===== config.mk =====
export PLATFORM = sky130hd
export DESIGN_NAME = otg_link_ctrl_flat
export DESIGN_NICKNAME = d
export VERILOG_FILES = /design/src/hw/otg_link_pkg.sv /design/src/hw/ulpi_if.sv /design/src/hw/otg_link_ctrl.sv /design/src/flat_wrapper.sv
export SDC_FILE = /design/constraint.sdc
export NUM_CORES = 1
export LEC_CHECK = 0
export BUFFER_PORTS_ARGS = -buffer_cell sky130_fd_sc_hd__buf_2
export CELL_PAD_IN_SITES_DETAIL_PLACEMENT = 2
export CELL_PAD_IN_SITES_GLOBAL_PLACEMENT = 2
export CORE_MARGIN = 2
export CORE_UTILIZATION = 21
export DETAILED_ROUTE_END_ITERATION = 10
export PLACE_DENSITY = 0.77
export RECOVER_POWER = 50
export SYNTH_ARGS = -nofsm -noshare
export SYNTH_HDL_FRONTEND = slang
export SYNTH_SLANG_ARGS = --single-unit

===== constraint.sdc =====
create_clock -name hclk -period 1.7 [get_ports hclk]
set_input_delay 0.17 -clock hclk [delete_from_list [all_inputs] [get_ports hclk]]
set_output_delay 0.17 -clock hclk [all_outputs]
set_load 0.005 [all_outputs]

===== src/hw/otg_link_pkg.sv =====
package otg_link_pkg;
  // Clock
  localparam int unsigned HCLK_HZ            = 40_000_000;
  // Derived bit clock ratios against the 480 MHz high-speed clock
  localparam int unsigned HS_BIT_HZ          = 480_000_000;
  localparam int unsigned IF_CLK_HZ          = 60_000_000;
  localparam int unsigned FS_BIT_HZ          = 12_000_000;
  localparam int unsigned LS_BIT_HZ          = 1_500_000;
  localparam int unsigned IF_DIV             = HS_BIT_HZ / IF_CLK_HZ;
  localparam int unsigned FS_DIV             = HS_BIT_HZ / FS_BIT_HZ;
  localparam int unsigned LS_DIV             = HS_BIT_HZ / LS_BIT_HZ;
  // Power-on reset stretch, in device clock cycles
  localparam int unsigned POR_CYCLES         = 16;
  // Status byte layout
  localparam int unsigned ST_VBUS_LSB        = 0;
  localparam int unsigned ST_SESS_VALID      = 2;
  localparam int unsigned ST_SESSION_END_FLAG        = 3;
  localparam int unsigned ST_ID_GROUNDED_FLAG          = 4;
  localparam logic [1:0]  VBUS_STATE_GOOD    = 2'h3;
  localparam logic [7:0]  ULPI_CMD_RESET     = 8'hC5;
  localparam logic [7:0]  ULPI_IDLE          = 8'h00;
  // Control byte bit positions (link to device)
  localparam int unsigned CT_ID_SENSE        = 0;
  localparam int unsigned CT_DISCHARGE       = 1;
  localparam int unsigned CT_CHARGE          = 2;
  localparam int unsigned CT_EXT_DRIVE       = 3;
  localparam logic [7:0]  CMD_CTRL_TAG       = 8'h80;
  // AHB register offsets of the link controller
  localparam logic [7:0]  REG_CTRL           = 8'h00;
  localparam logic [7:0]  REG_STATUS         = 8'h04;
  localparam logic [7:0]  REG_SRP            = 8'h08;
  localparam int unsigned CR_ID_SENSE        = 0;
  localparam int unsigned CR_HOST_DRIVE      = 1;
  localparam int unsigned CR_SRP_START       = 0;
  localparam logic [31:0] CTRL_RESET_VALUE   = 32'h0000_0000;
endpackage : otg_link_pkg


===== src/hw/ulpi_if.sv =====
`timescale 1ns/1ps
`default_nettype none
interface ulpi_if;
  logic       dir;       // Device owns the data bus
  logic       nxt;       // Device next strobe
  logic       stp;       // Link stop
  logic [7:0] data_dev;  // Data driven by device
  logic [7:0] data_lnk;  // Data driven by link
  logic       dev_oe_n;  // Device output enable, low drives
  logic       lnk_oe_n;  // Link output enable, low drives
  logic       clk_if;    // Interface clock strobe from device
  modport device (output dir, output nxt, output data_dev, output dev_oe_n,
                  output clk_if, input stp, input data_lnk, input lnk_oe_n);
  modport link   (input dir, input nxt, input data_dev, input dev_oe_n,
                  input clk_if, output stp, output data_lnk, output lnk_oe_n);
endinterface : ulpi_if
`default_nettype wire


===== src/hw/otg_link_ctrl.sv =====
`timescale 1ns/1ps
`default_nettype none
module otg_link_ctrl
  import otg_link_pkg::*;
(
  input  wire logic        hclk,      // Clock
  input  wire logic        hresetn,   // Async reset, active low
  input  wire logic        hsel,      // Slave select
  input  wire logic [31:0] haddr,     // Address
  input  wire logic [1:0]  htrans,    // Transfer type
  input  wire logic        hwrite,    // Write
  input  wire logic [2:0]  hsize,     // Size
  input  wire logic [31:0] hwdata,    // Write data
  input  wire logic        hready,    // Bus ready
  output logic      [31:0] hrdata,    // Read data
  output logic             hreadyout, // Slave ready
  output logic             hresp,     // Response, always OKAY
  ulpi_if.link             ulpi       // Bus to device
);
  ////////////////////////////////////////////////////////////////////////////
  typedef enum {L_RESET, L_IDLE, L_SEND, L_DISCH, L_CHRG} link_state_t;
  link_state_t state_reg;
  logic [7:0]  status_reg;
  logic [1:0]  ctrl_reg;
  logic        srp_req_reg;
  logic        wr_pend_reg;
  logic [7:0]  wr_addr_reg;
  logic        clk_seen_reg;
  logic        discharge_bit;
  logic        charge_bit;
  logic        host_mode;
  logic        ext_drive;
  logic [7:0]  tx_byte;
  logic        phase_ok;
  logic [7:0]  lnk_data_reg;

  assign phase_ok  = hsel && hready && htrans[1];
  assign hreadyout = 1'b1;
  assign hresp     = 1'b0;

  // AHB write capture and register writes
  always_ff @(posedge hclk or negedge hresetn) begin
    if (!hresetn) begin
      wr_pend_reg <= 1'b0;
      wr_addr_reg <= 8'h00;
    end else begin
      wr_pend_reg <= phase_ok && hwrite;
      wr_addr_reg <= haddr[7:0];
    end
  end
  always_ff @(posedge hclk or negedge hresetn) begin
    if (!hresetn) begin
      ctrl_reg <= CTRL_RESET_VALUE[1:0];
    end else if (wr_pend_reg && wr_addr_reg == REG_CTRL) begin
      ctrl_reg <= hwdata[1:0];
    end
  end
  always_ff @(posedge hclk or negedge hresetn) begin
    if (!hresetn) begin
      hrdata <= 32'h0000_0000;
    end else if (phase_ok && !hwrite) begin
      unique case (haddr[7:0])
        REG_CTRL:   hrdata <= {30'h0, ctrl_reg};
        REG_STATUS: hrdata <= {24'h0, status_reg};
        REG_SRP:    hrdata <= {29'h0, state_reg == L_CHRG,
                               state_reg == L_DISCH, srp_req_reg};
        default:    hrdata <= 32'h0000_0000;
      endcase
    end
  end

  ////////////////////////////////////////////////////////////////////////////
  // Status capture from device
  always_ff @(posedge hclk or negedge hresetn) begin
    if (!hresetn) begin
      status_reg <= 8'h00;
    end else if (ulpi.dir && !ulpi.dev_oe_n) begin
      status_reg <= ulpi.data_dev;
    end
  end
  // Role from grounded flag: one peripheral, zero host
  assign host_mode = ~status_reg[ST_ID_GROUNDED_FLAG];
  // VBUS valid used only after start-up reset command
  assign ext_drive = ctrl_reg[CR_HOST_DRIVE] && host_mode &&
                     state_reg != L_RESET &&
                     status_reg[ST_VBUS_LSB +: 2] == VBUS_STATE_GOOD;

  always_ff @(posedge hclk or negedge hresetn) begin
    if (!hresetn) begin
      srp_req_reg <= 1'b0;
    end else if (wr_pend_reg && wr_addr_reg == REG_SRP &&
                 hwdata[CR_SRP_START]) begin
      srp_req_reg <= 1'b1;
    end else if (state_reg == L_CHRG) begin
      srp_req_reg <= 1'b0;
    end
  end

  always_ff @(posedge hclk or negedge hresetn) begin
    if (!hresetn) begin
      clk_seen_reg <= 1'b0;
    end else if (ulpi.clk_if) begin
      clk_seen_reg <= 1'b1;
    end
  end

  // SRP and command sequencing
  always_ff @(posedge hclk or negedge hresetn) begin
    if (!hresetn) begin
      state_reg <= L_RESET;
    end else begin
      unique case (state_reg)
        L_RESET: if (clk_seen_reg && !ulpi.dir) state_reg <= L_IDLE;
        L_IDLE: begin
          // Reset command cut off by a status turnaround: send it again
          if (ulpi.dir && lnk_data_reg == ULPI_CMD_RESET) begin
            state_reg <= L_RESET;
          end else if (srp_req_reg && !ulpi.dir) begin
            state_reg <= L_DISCH;
          end
        end
        L_DISCH: if (status_reg[ST_SESSION_END_FLAG]) state_reg <= L_CHRG;
        L_CHRG:  state_reg <= L_IDLE;
        default: state_reg <= L_IDLE;
      endcase
    end
  end
  assign discharge_bit = (state_reg == L_DISCH);
  assign charge_bit    = (state_reg == L_CHRG);

  always_comb begin
    tx_byte = CMD_CTRL_TAG;
    tx_byte[CT_ID_SENSE]  = ctrl_reg[CR_ID_SENSE];
    tx_byte[CT_DISCHARGE] = discharge_bit;
    tx_byte[CT_CHARGE]    = charge_bit;
    tx_byte[CT_EXT_DRIVE] = ext_drive;
  end

  // Control byte resent when it changes; reset command sent from L_RESET; bus low otherwise
  logic [7:0] sent_reg;
  always_ff @(posedge hclk or negedge hresetn) begin
    if (!hresetn) begin
      lnk_data_reg <= ULPI_IDLE;
      sent_reg     <= 8'h00;
    end else if (ulpi.dir) begin
      lnk_data_reg <= ULPI_IDLE;
      // Byte lost to the device taking the bus: force a resend
      if (lnk_data_reg != ULPI_IDLE) begin
        sent_reg <= 8'h00;
      end
    end else if (state_reg == L_RESET && clk_seen_reg) begin
      lnk_data_reg <= ULPI_CMD_RESET;
    end else if (state_reg != L_RESET && tx_byte != sent_reg &&
                 lnk_data_reg == ULPI_IDLE) begin
      lnk_data_reg <= tx_byte;
      sent_reg     <= tx_byte;
    end else begin
      lnk_data_reg <= ULPI_IDLE;
    end
  end
  // Bus shows low whenever the device owns it
  assign ulpi.data_lnk = ulpi.dir ? ULPI_IDLE : lnk_data_reg;
  assign ulpi.lnk_oe_n = ulpi.dir;
  assign ulpi.stp      = 1'b0;
endmodule : otg_link_ctrl
`default_nettype wire


===== src/flat_wrapper.sv =====
// flat-port wrapper written by rule: the top's interface ports become plain ports
module otg_link_ctrl_flat import otg_link_pkg::*;
  (hclk, hresetn, hsel, haddr, htrans, hwrite, hsize, hwdata, hready, hrdata, hreadyout, hresp, ulpi_dir, ulpi_nxt, ulpi_data_dev, ulpi_dev_oe_n, ulpi_clk_if, ulpi_stp, ulpi_data_lnk, ulpi_lnk_oe_n);
  ulpi_if ulpi_i ();
  input  wire logic hclk;
  input  wire logic hresetn;
  input  wire logic hsel;
  input  wire logic [31:0] haddr;
  input  wire logic [1:0] htrans;
  input  wire logic hwrite;
  input  wire logic [2:0] hsize;
  input  wire logic [31:0] hwdata;
  input  wire logic hready;
  output logic      [31:0] hrdata;
  output logic hreadyout;
  output logic hresp;
  input wire logic [$bits(ulpi_i.dir)-1:0] ulpi_dir;
  input wire logic [$bits(ulpi_i.nxt)-1:0] ulpi_nxt;
  input wire logic [$bits(ulpi_i.data_dev)-1:0] ulpi_data_dev;
  input wire logic [$bits(ulpi_i.dev_oe_n)-1:0] ulpi_dev_oe_n;
  input wire logic [$bits(ulpi_i.clk_if)-1:0] ulpi_clk_if;
  output wire logic [$bits(ulpi_i.stp)-1:0] ulpi_stp;
  output wire logic [$bits(ulpi_i.data_lnk)-1:0] ulpi_data_lnk;
  output wire logic [$bits(ulpi_i.lnk_oe_n)-1:0] ulpi_lnk_oe_n;
  assign ulpi_i.dir = ulpi_dir;
  assign ulpi_i.nxt = ulpi_nxt;
  assign ulpi_i.data_dev = ulpi_data_dev;
  assign ulpi_i.dev_oe_n = ulpi_dev_oe_n;
  assign ulpi_i.clk_if = ulpi_clk_if;
  assign ulpi_stp = ulpi_i.stp;
  assign ulpi_data_lnk = ulpi_i.data_lnk;
  assign ulpi_lnk_oe_n = ulpi_i.lnk_oe_n;
  otg_link_ctrl u_core (.hclk(hclk), .hresetn(hresetn), .hsel(hsel), .haddr(haddr), .htrans(htrans), .hwrite(hwrite), .hsize(hsize), .hwdata(hwdata), .hready(hready), .hrdata(hrdata), .hreadyout(hreadyout), .hresp(hresp), .ulpi(ulpi_i));
endmodule

==> results.yml, run 1 <==
outcome:
  status: "complete, but fails checks"
  violations: "negative setup slack"
clock_network:
  ctsHtreeMaxLevel: 2
  clk_latency_ns: 0.31
  cts-buffers-inserted: 5
  clock_sinks: 43
  cts_tree: "done"
  cts-root-buf: "clkbuf_8"
  clkTransAtPathRegs_ns: 0.09
  cts.path.max_buffers: 2
global_routing:
  grt_overflow: 0
  grt_pass1_vias: 1786
  grt_pass1_wl_um: 8830
  grt_max_degree: 44
  grt.total_usage_pct: 10.9
  antenna_found_initial: 0
synth:
  synth.most_common_cell: "dfrtp_1"
  syn-instance-count: 188
  syn_avg_cell_area_um2: 10.9
  ys_seq_elements: 43
  yosys.area.top_type: "dfrtp_1"
  synth_common_cells: "dfrtp_1 (43), buf_4 (30), nand2_1 (16)"
  synth_top_area_share_pct: 52.3
  synth_edf_count: 0
  yosysWarnings: 0
  ys.flop_type: "dfrtp_1"
  syn_area_mm2: 0.00206
  ys_types: 45
  ys_seq_area_share_pct: 52.3
  synthTopCellsByArea: "dfrtp_1 (52%), buf_4 (11%), mux2_2 (4.9%)"
  async_flop_share_pct: 100
layout:
  areaGrowthSynthToFinish_pct: 27.5
  antenna_cells: 0
  final_area_mm2: 0.00263
  fin_nets: 341
  fill_cells: 1123
  drive_gt1_share_pct: 31.6
power_and_ir_drop:
  power_leakage_nw: 1.24
  p_seq_share_pct: 43.7
  irDropWorstVdd_mv: 0.351
  switchingPower_mw: 0.942
  pwr-share-comb_pct: 31.9
  powerDensity_mw_per_mm2: 1120
  pwr-share-clk_pct: 24.4
  p_int_mw: 1.99
  switching_share_pct: 32.1
timing:
  worst_slew_pin_slew_ns: 1.07
  hold_ws_ns: 0.0527
  finalHoldViolCount: 0
  rsz0062_at_grt: "true"
  slew_viol_final: 0
  fin_skew_ns: 0.00911
  post-route-min-period_ns: 1.81
  setup_slack_ns: -0.111
  fmax_mhz: 552
  fin_setup_tns_ns: -0.487
  finalCritPeriodShare_pct: 107
  setup_violations: 8
  slew_headroom_pct: 28.4
routing:
  vias_per_cell: 4.00
  drtIter0Drc: 42
  drc: 0
  firstDrtPassIters: 4
  ant_nets: 0
  num_vias: 1555
  wl_per_cell_um: 13.3
  wl_um: 5190
floorplanning:
  start_util_pct: 21.4
  io_pins: 130
  die_area_mm2: 0.0106
  coreArea_mm2: 0.00964
  die_h_um: 103
  rows: 36
  fp.dieW_um: 103
placement:
  gp_congestion: 0.721
  place_hpwl_um: 4020
  placed_area_mm2: 0.00245
  portBuffers: 41
setup_path:
  arrival_ns: 2.00
  r2r_end: "u_core.lnk_data_reg[2]"
  r2r_slack_ns: -0.11
  end_kind: "register"
  crit_type: "register to register"
  path_cells: "or3_4, nand4_1, xor2_2, a211oi_4, buf_12, a31o_2"
  critPathSlowestCell: "dfrtp_1"
  cp.required_ns: 1.89
  max_stage_delay_ns: 0.43
  r2r.worst_path.cells: 6
  cp-start-kind: "register"
  path_max_fanout: 8
  r2r_start: "u_core.state_reg[1]"
worst_hold_path:
  holdPathStages: 2
  min_to: "u_core.clk_seen_reg"
  hp-start: "ulpi_clk_if"
  hp-class: "input pin to register"
flow_run:
  drv_cap: 0
-- metrics by stage --
stage          power, mW  util [%]  worst slack, ns  std cells
2_1_floorplan       1.85         -          -0.0155        215
3_3_place_gp        2.13      25.4          -0.0855        374
3_5_place_dp        2.19      25.4           -0.179        374
4_1_cts             3.00      27.5           -0.134        390
5_1_grt             3.14      27.2           -0.177        389
6_report            2.93      27.2           -0.111        389
-- cell type report --
| type | count | area [um^2] | share of cell area [%] |
|---|---|---|---|
| multi-input cells | 134 | 855 | 32.6 |
| flip-flops and latches | 43 | 1080 | 41.0 |
| clock buffers | 6 | 82.6 | 3.15 |
| repair buffers | 67 | 414 | 15.8 |
| inverters | 4 | 15.0 | 0.572 |
| clock inverters | 2 | 16.3 | 0.620 |
| well taps | 133 | 166 | 6.34 |
-- kinds of logic after synthesis --
family | after synthesis | share of synthesized area, %
flip-flops | 43 | 52.3
other | 2 | 0.365
AND/OR/NAND/NOR | 59 | 15.6
XOR/XNOR | 2 | 0.851
AO/OA/AOI/OAI | 31 | 11.6
buffers and inverters | 38 | 12.5
multiplexers | 13 | 6.87
-- power by group through the flow --
| stage | clock [mW] | sequential (mW) | combinational, mW |
|---|---|---|---|
| global placement | 0 | 1.29 | 0.843 |
| CTS | 0.750 | 1.29 | 0.958 |
| detailed placement | 0 | 1.30 | 0.889 |
| global route | 0.787 | 1.31 | 1.05 |
| finish | 0.715 | 1.28 | 0.937 |
| floorplan | 0 | 1.25 | 0.600 |
-- cell usage in the layout, fill, tap and decap left out, types with 2 or more instances in the layout --
cell type / Yosys / layout
nor2b_1: 10 / 10
inv_1: 4 / 4
buf_4: 30 / 17
nand2b_1: 2 / 2
nand3b_1: 2 / 2
nor2_1: 11 / 11
mux2_2: 9 / 9
a22o_1: 5 / 5
dfrtp_1: 43 / 43
clkbuf_1: 2 / 7
o21ai_0: 4 / 3
a21oi_1: 5 / 4
conb_1: 2 / 29
dlygate4sd3_1: 0 / 6
buf_2: 2 / 35
nand2_1: 16 / 16
a21o_1: 4 / 4
o21ai_1: 2 / 3
mux2i_1: 4 / 4
nand4_1: 2 / 2
nand3_1: 2 / 2
clkbuf_8: 0 / 6
-- repair_timing --
item | 4_1_cts | 5_1_grt
setup endpoints to repair | 9 | 10
pin swaps | 3 | 2
hold buffers | 6 | 0
setup buffers | 3 | 0
gates resized for setup | 2 | 1
endpoints found under the hold margin | 48 | 0
-- critical path, delay by kind of cell, from the launching register on --
kind                   cells  cell delay (ns)
AO/OA/AOI/OAI              2             0.33
XOR/XNOR                   1             0.21
buffers and inverters      1             0.15
flip-flops                 1             0.43
AND/OR/NAND/NOR            2             0.57
-- per-layer routing --
layer | global-route usage (%) | part of all wire, % | vias to the layer above | routed length, um
met1 | 12.9 | 41 | 772 | 2140
met5 | 0 | 0 | - | 0
met2 | 19.0 | 51 | 51 | 2670
met4 | 3.64 | 1.3 | 0 | 69
li1 | - | - | 724 | -
met3 | 3.05 | 6.1 | 8 | 316
-- how the worst max path moves through the flow --
stage	startpoint	end	slack [ns]	cells after the start
finish	u_core.state_reg[1]	u_core.lnk_data_reg[2]	-0.11	6
floorplan	u_core.state_reg[1]	u_core.sent_reg[1]	-0.02	6
global route	u_core.state_reg[1]	u_core.lnk_data_reg[2]	-0.18	6
global placement	u_core.state_reg[1]	u_core.lnk_data_reg[2]	-0.09	6
CTS	u_core.state_reg[1]	u_core.lnk_data_reg[2]	-0.13	6
detailed placement	u_core.state_reg[1]	u_core.lnk_data_reg[2]	-0.18	6
(Power assumes the default switching activity.)
==> inputs of run 2 (changes only) <==
--- a/config.mk
+++ b/config.mk
@@ -13,6 +13,7 @@
 export DETAILED_ROUTE_END_ITERATION = 10
 export PLACE_DENSITY = 0.77
 export RECOVER_POWER = 50
+export SETUP_SLACK_MARGIN = 0.2
 export SYNTH_ARGS = -nofsm -noshare
 export SYNTH_HDL_FRONTEND = slang
 export SYNTH_SLANG_ARGS = --single-unit
==> results.yml, run 2 (same netlist as run 1, synthesis figures left out) <==
outcome:
  status: "complete, but fails checks"
  violations: "negative setup slack"
timing:
  setup_slack_ns: -0.0591
  slew_headroom_pct: 27.4
  hold_ws_ns: 0.0608
  finalHoldViolCount: 0
  setup_violations: 6
  fmax_mhz: 568
  slew_viol_final: 0
  worst_slew_pin_slew_ns: 1.09
  rsz0062_at_grt: "true"
  fin_setup_tns_ns: -0.207
  post-route-min-period_ns: 1.76
  fin_skew_ns: 0.00640
  finalCritPeriodShare_pct: 103
setup_path:
  path_delay_family: "simple AND/OR/NAND/NOR gates"
  worst-path-stages: 6
  critPathSlowestCell: "dfrtp_1"
  max_stage_delay_ns: 0.42
  arrival_ns: 1.94
  path_cells: "or3_4, nand4_1, xor2_2, a211oi_4, buf_6, or2_1"
  cp.required_ns: 1.88
  crit_buf_inv: 1
  cp-start-kind: "register"
  r2r.worst_path.cells: 6
  end_kind: "register"
  path_max_fanout: 8
  r2r_start: "u_core.state_reg[1]"
  crit_type: "register to register"
  r2r_end: "u_core.lnk_data_reg[7]"
  r2r_slack_ns: -0.06
floorplanning:
  die_area_mm2: 0.0106
  fp.dieW_um: 103
  io_pins: 130
  start_util_pct: 21.4
  die_h_um: 103
  rows: 36
  coreArea_mm2: 0.00964
routing:
  wl_per_cell_um: 13.7
  drtIter0Drc: 27
  firstDrtPassIters: 3
  wl_um: 5370
  vias_per_cell: 4.04
  ant_nets: 0
  drc: 0
  num_vias: 1581
power_and_ir_drop:
  powerDensity_mw_per_mm2: 1180
  irDropWorstVdd_mv: 0.360
  pwr-share-clk_pct: 29.0
  switchingPower_mw: 0.958
  p_int_mw: 2.29
  p_seq_share_pct: 39.8
  switching_share_pct: 29.5
  power.total_mw: 3.24
  pwr-share-comb_pct: 31.2
  power_leakage_nw: 1.29
worst_hold_path:
  holdPathStages: 1
  min_to: "u_core.wr_addr_reg[0]"
  hp-class: "input pin to register"
  hp-start: "haddr[0]"
global_routing:
  grt_max_degree: 44
  grt_overflow: 0
  grt_pass1_vias: 1719
  antenna_found_initial: 0
  grt_pass1_wl_um: 8600
  grt.total_usage_pct: 10.6
placement:
  portBuffers: 41
  dpl_worst_slack_ns: -0.119
  place_hpwl_um: 4140
  gp_congestion: 0.678
clock_network:
  cts-root-buf: "clkbuf_8"
  clkTransAtPathRegs_ns: 0.08
  cts_tree: "done"
  clock_sinks: 43
  clk_latency_ns: 0.29
  cts.path.max_buffers: 2
  ctsHtreeMaxLevel: 2
  cts-buffers-inserted: 5
layout:
  drive_gt1_share_pct: 37.6
  fin_nets: 343
  final_cell_mix: "dfrtp_1 (43), buf_2 (37), conb_1 (29), buf_4 (18), nand2_1 (16)"
  final_common_cell: "dfrtp_1"
  finish.utilization_pct: 28.4
  areaGrowthSynthToFinish_pct: 33.1
  fill_cells: 1128
  antenna_cells: 0
flow_run:
  drv_cap: 0
## run 2: worst max-delay path by stage
stage | from | endpoint | slack [ns]
2_1_floorplan | u_core.state_reg[1] | u_core.sent_reg[1] | -0.01
6_report | u_core.state_reg[1] | u_core.lnk_data_reg[7] | -0.06
5_1_grt | u_core.state_reg[1] | u_core.sent_reg[1] | -0.15
4_1_cts | u_core.state_reg[1] | u_core.lnk_data_reg[7] | -0.08
3_5_place_dp | u_core.state_reg[1] | u_core.lnk_data_reg[7] | -0.12
3_3_place_gp | u_core.state_reg[1] | u_core.lnk_data_reg[2] | -0.08
## run 2: per-layer routing
layer / routed length, um / GRT usage, % / part of all wire, % / vias to the layer above
met3: 281 / 2.44 / 5.2 / 7
li1: - / - / - / 729
met4: 52 / 2.43 / 0.97 / 0
met1: 2170 / 12.6 / 40 / 791
met2: 2860 / 19.4 / 53 / 54
met5: 0 / 0 / 0 / -
## run 2: repair_timing
| action | 4_1_cts | 5_1_grt |
|---|---|---|
| setup endpoints to repair | 11 | 16 |
| hold buffers | 5 | 0 |
| pin swaps | 4 | 7 |
| gates cloned | 0 | 0 |
| setup buffers | 1 | 3 |
| endpoints found under the hold margin | 47 | 0 |
| gates resized for setup | 7 | 15 |
## run 2: worst register-to-register path: stages, from the launching register on
cell	delay [ns]
dfrtp_1	0.42
or3_4	0.39
nand4_1	0.18
xor2_2	0.20
a211oi_4	0.08
buf_6	0.15
or2_1	0.23
## run 2: cell type report
cell class / instances / area [um^2] / share of cell area (%)
well taps: 133 / 166 / 6.08
multi-input cells: 134 / 917 / 33.5
flip-flops and latches: 43 / 1080 / 39.3
inverters: 4 / 15.0 / 0.548
clock buffers: 6 / 72.6 / 2.65
clock inverters: 2 / 60.1 / 2.19
repair buffers: 69 / 432 / 15.8
## run 2: metrics by stage
stage	cell area, um^2	std cells
after floorplan	2180	215
after global placement	2460	374
after detailed placement	2460	374
after CTS	2680	388
after global routing	2740	391
final	2740	391
## run 2: power by group through the flow
stage | Sequential, mW | Combinational, mW | Clock (mW)
2_1_floorplan | 1.25 | 0.600 | 0
3_3_place_gp | 1.28 | 0.851 | 0
3_5_place_dp | 1.30 | 0.892 | 0
4_1_cts | 1.29 | 0.926 | 0.983
5_1_grt | 1.31 | 1.13 | 1.02
6_report | 1.29 | 1.01 | 0.942
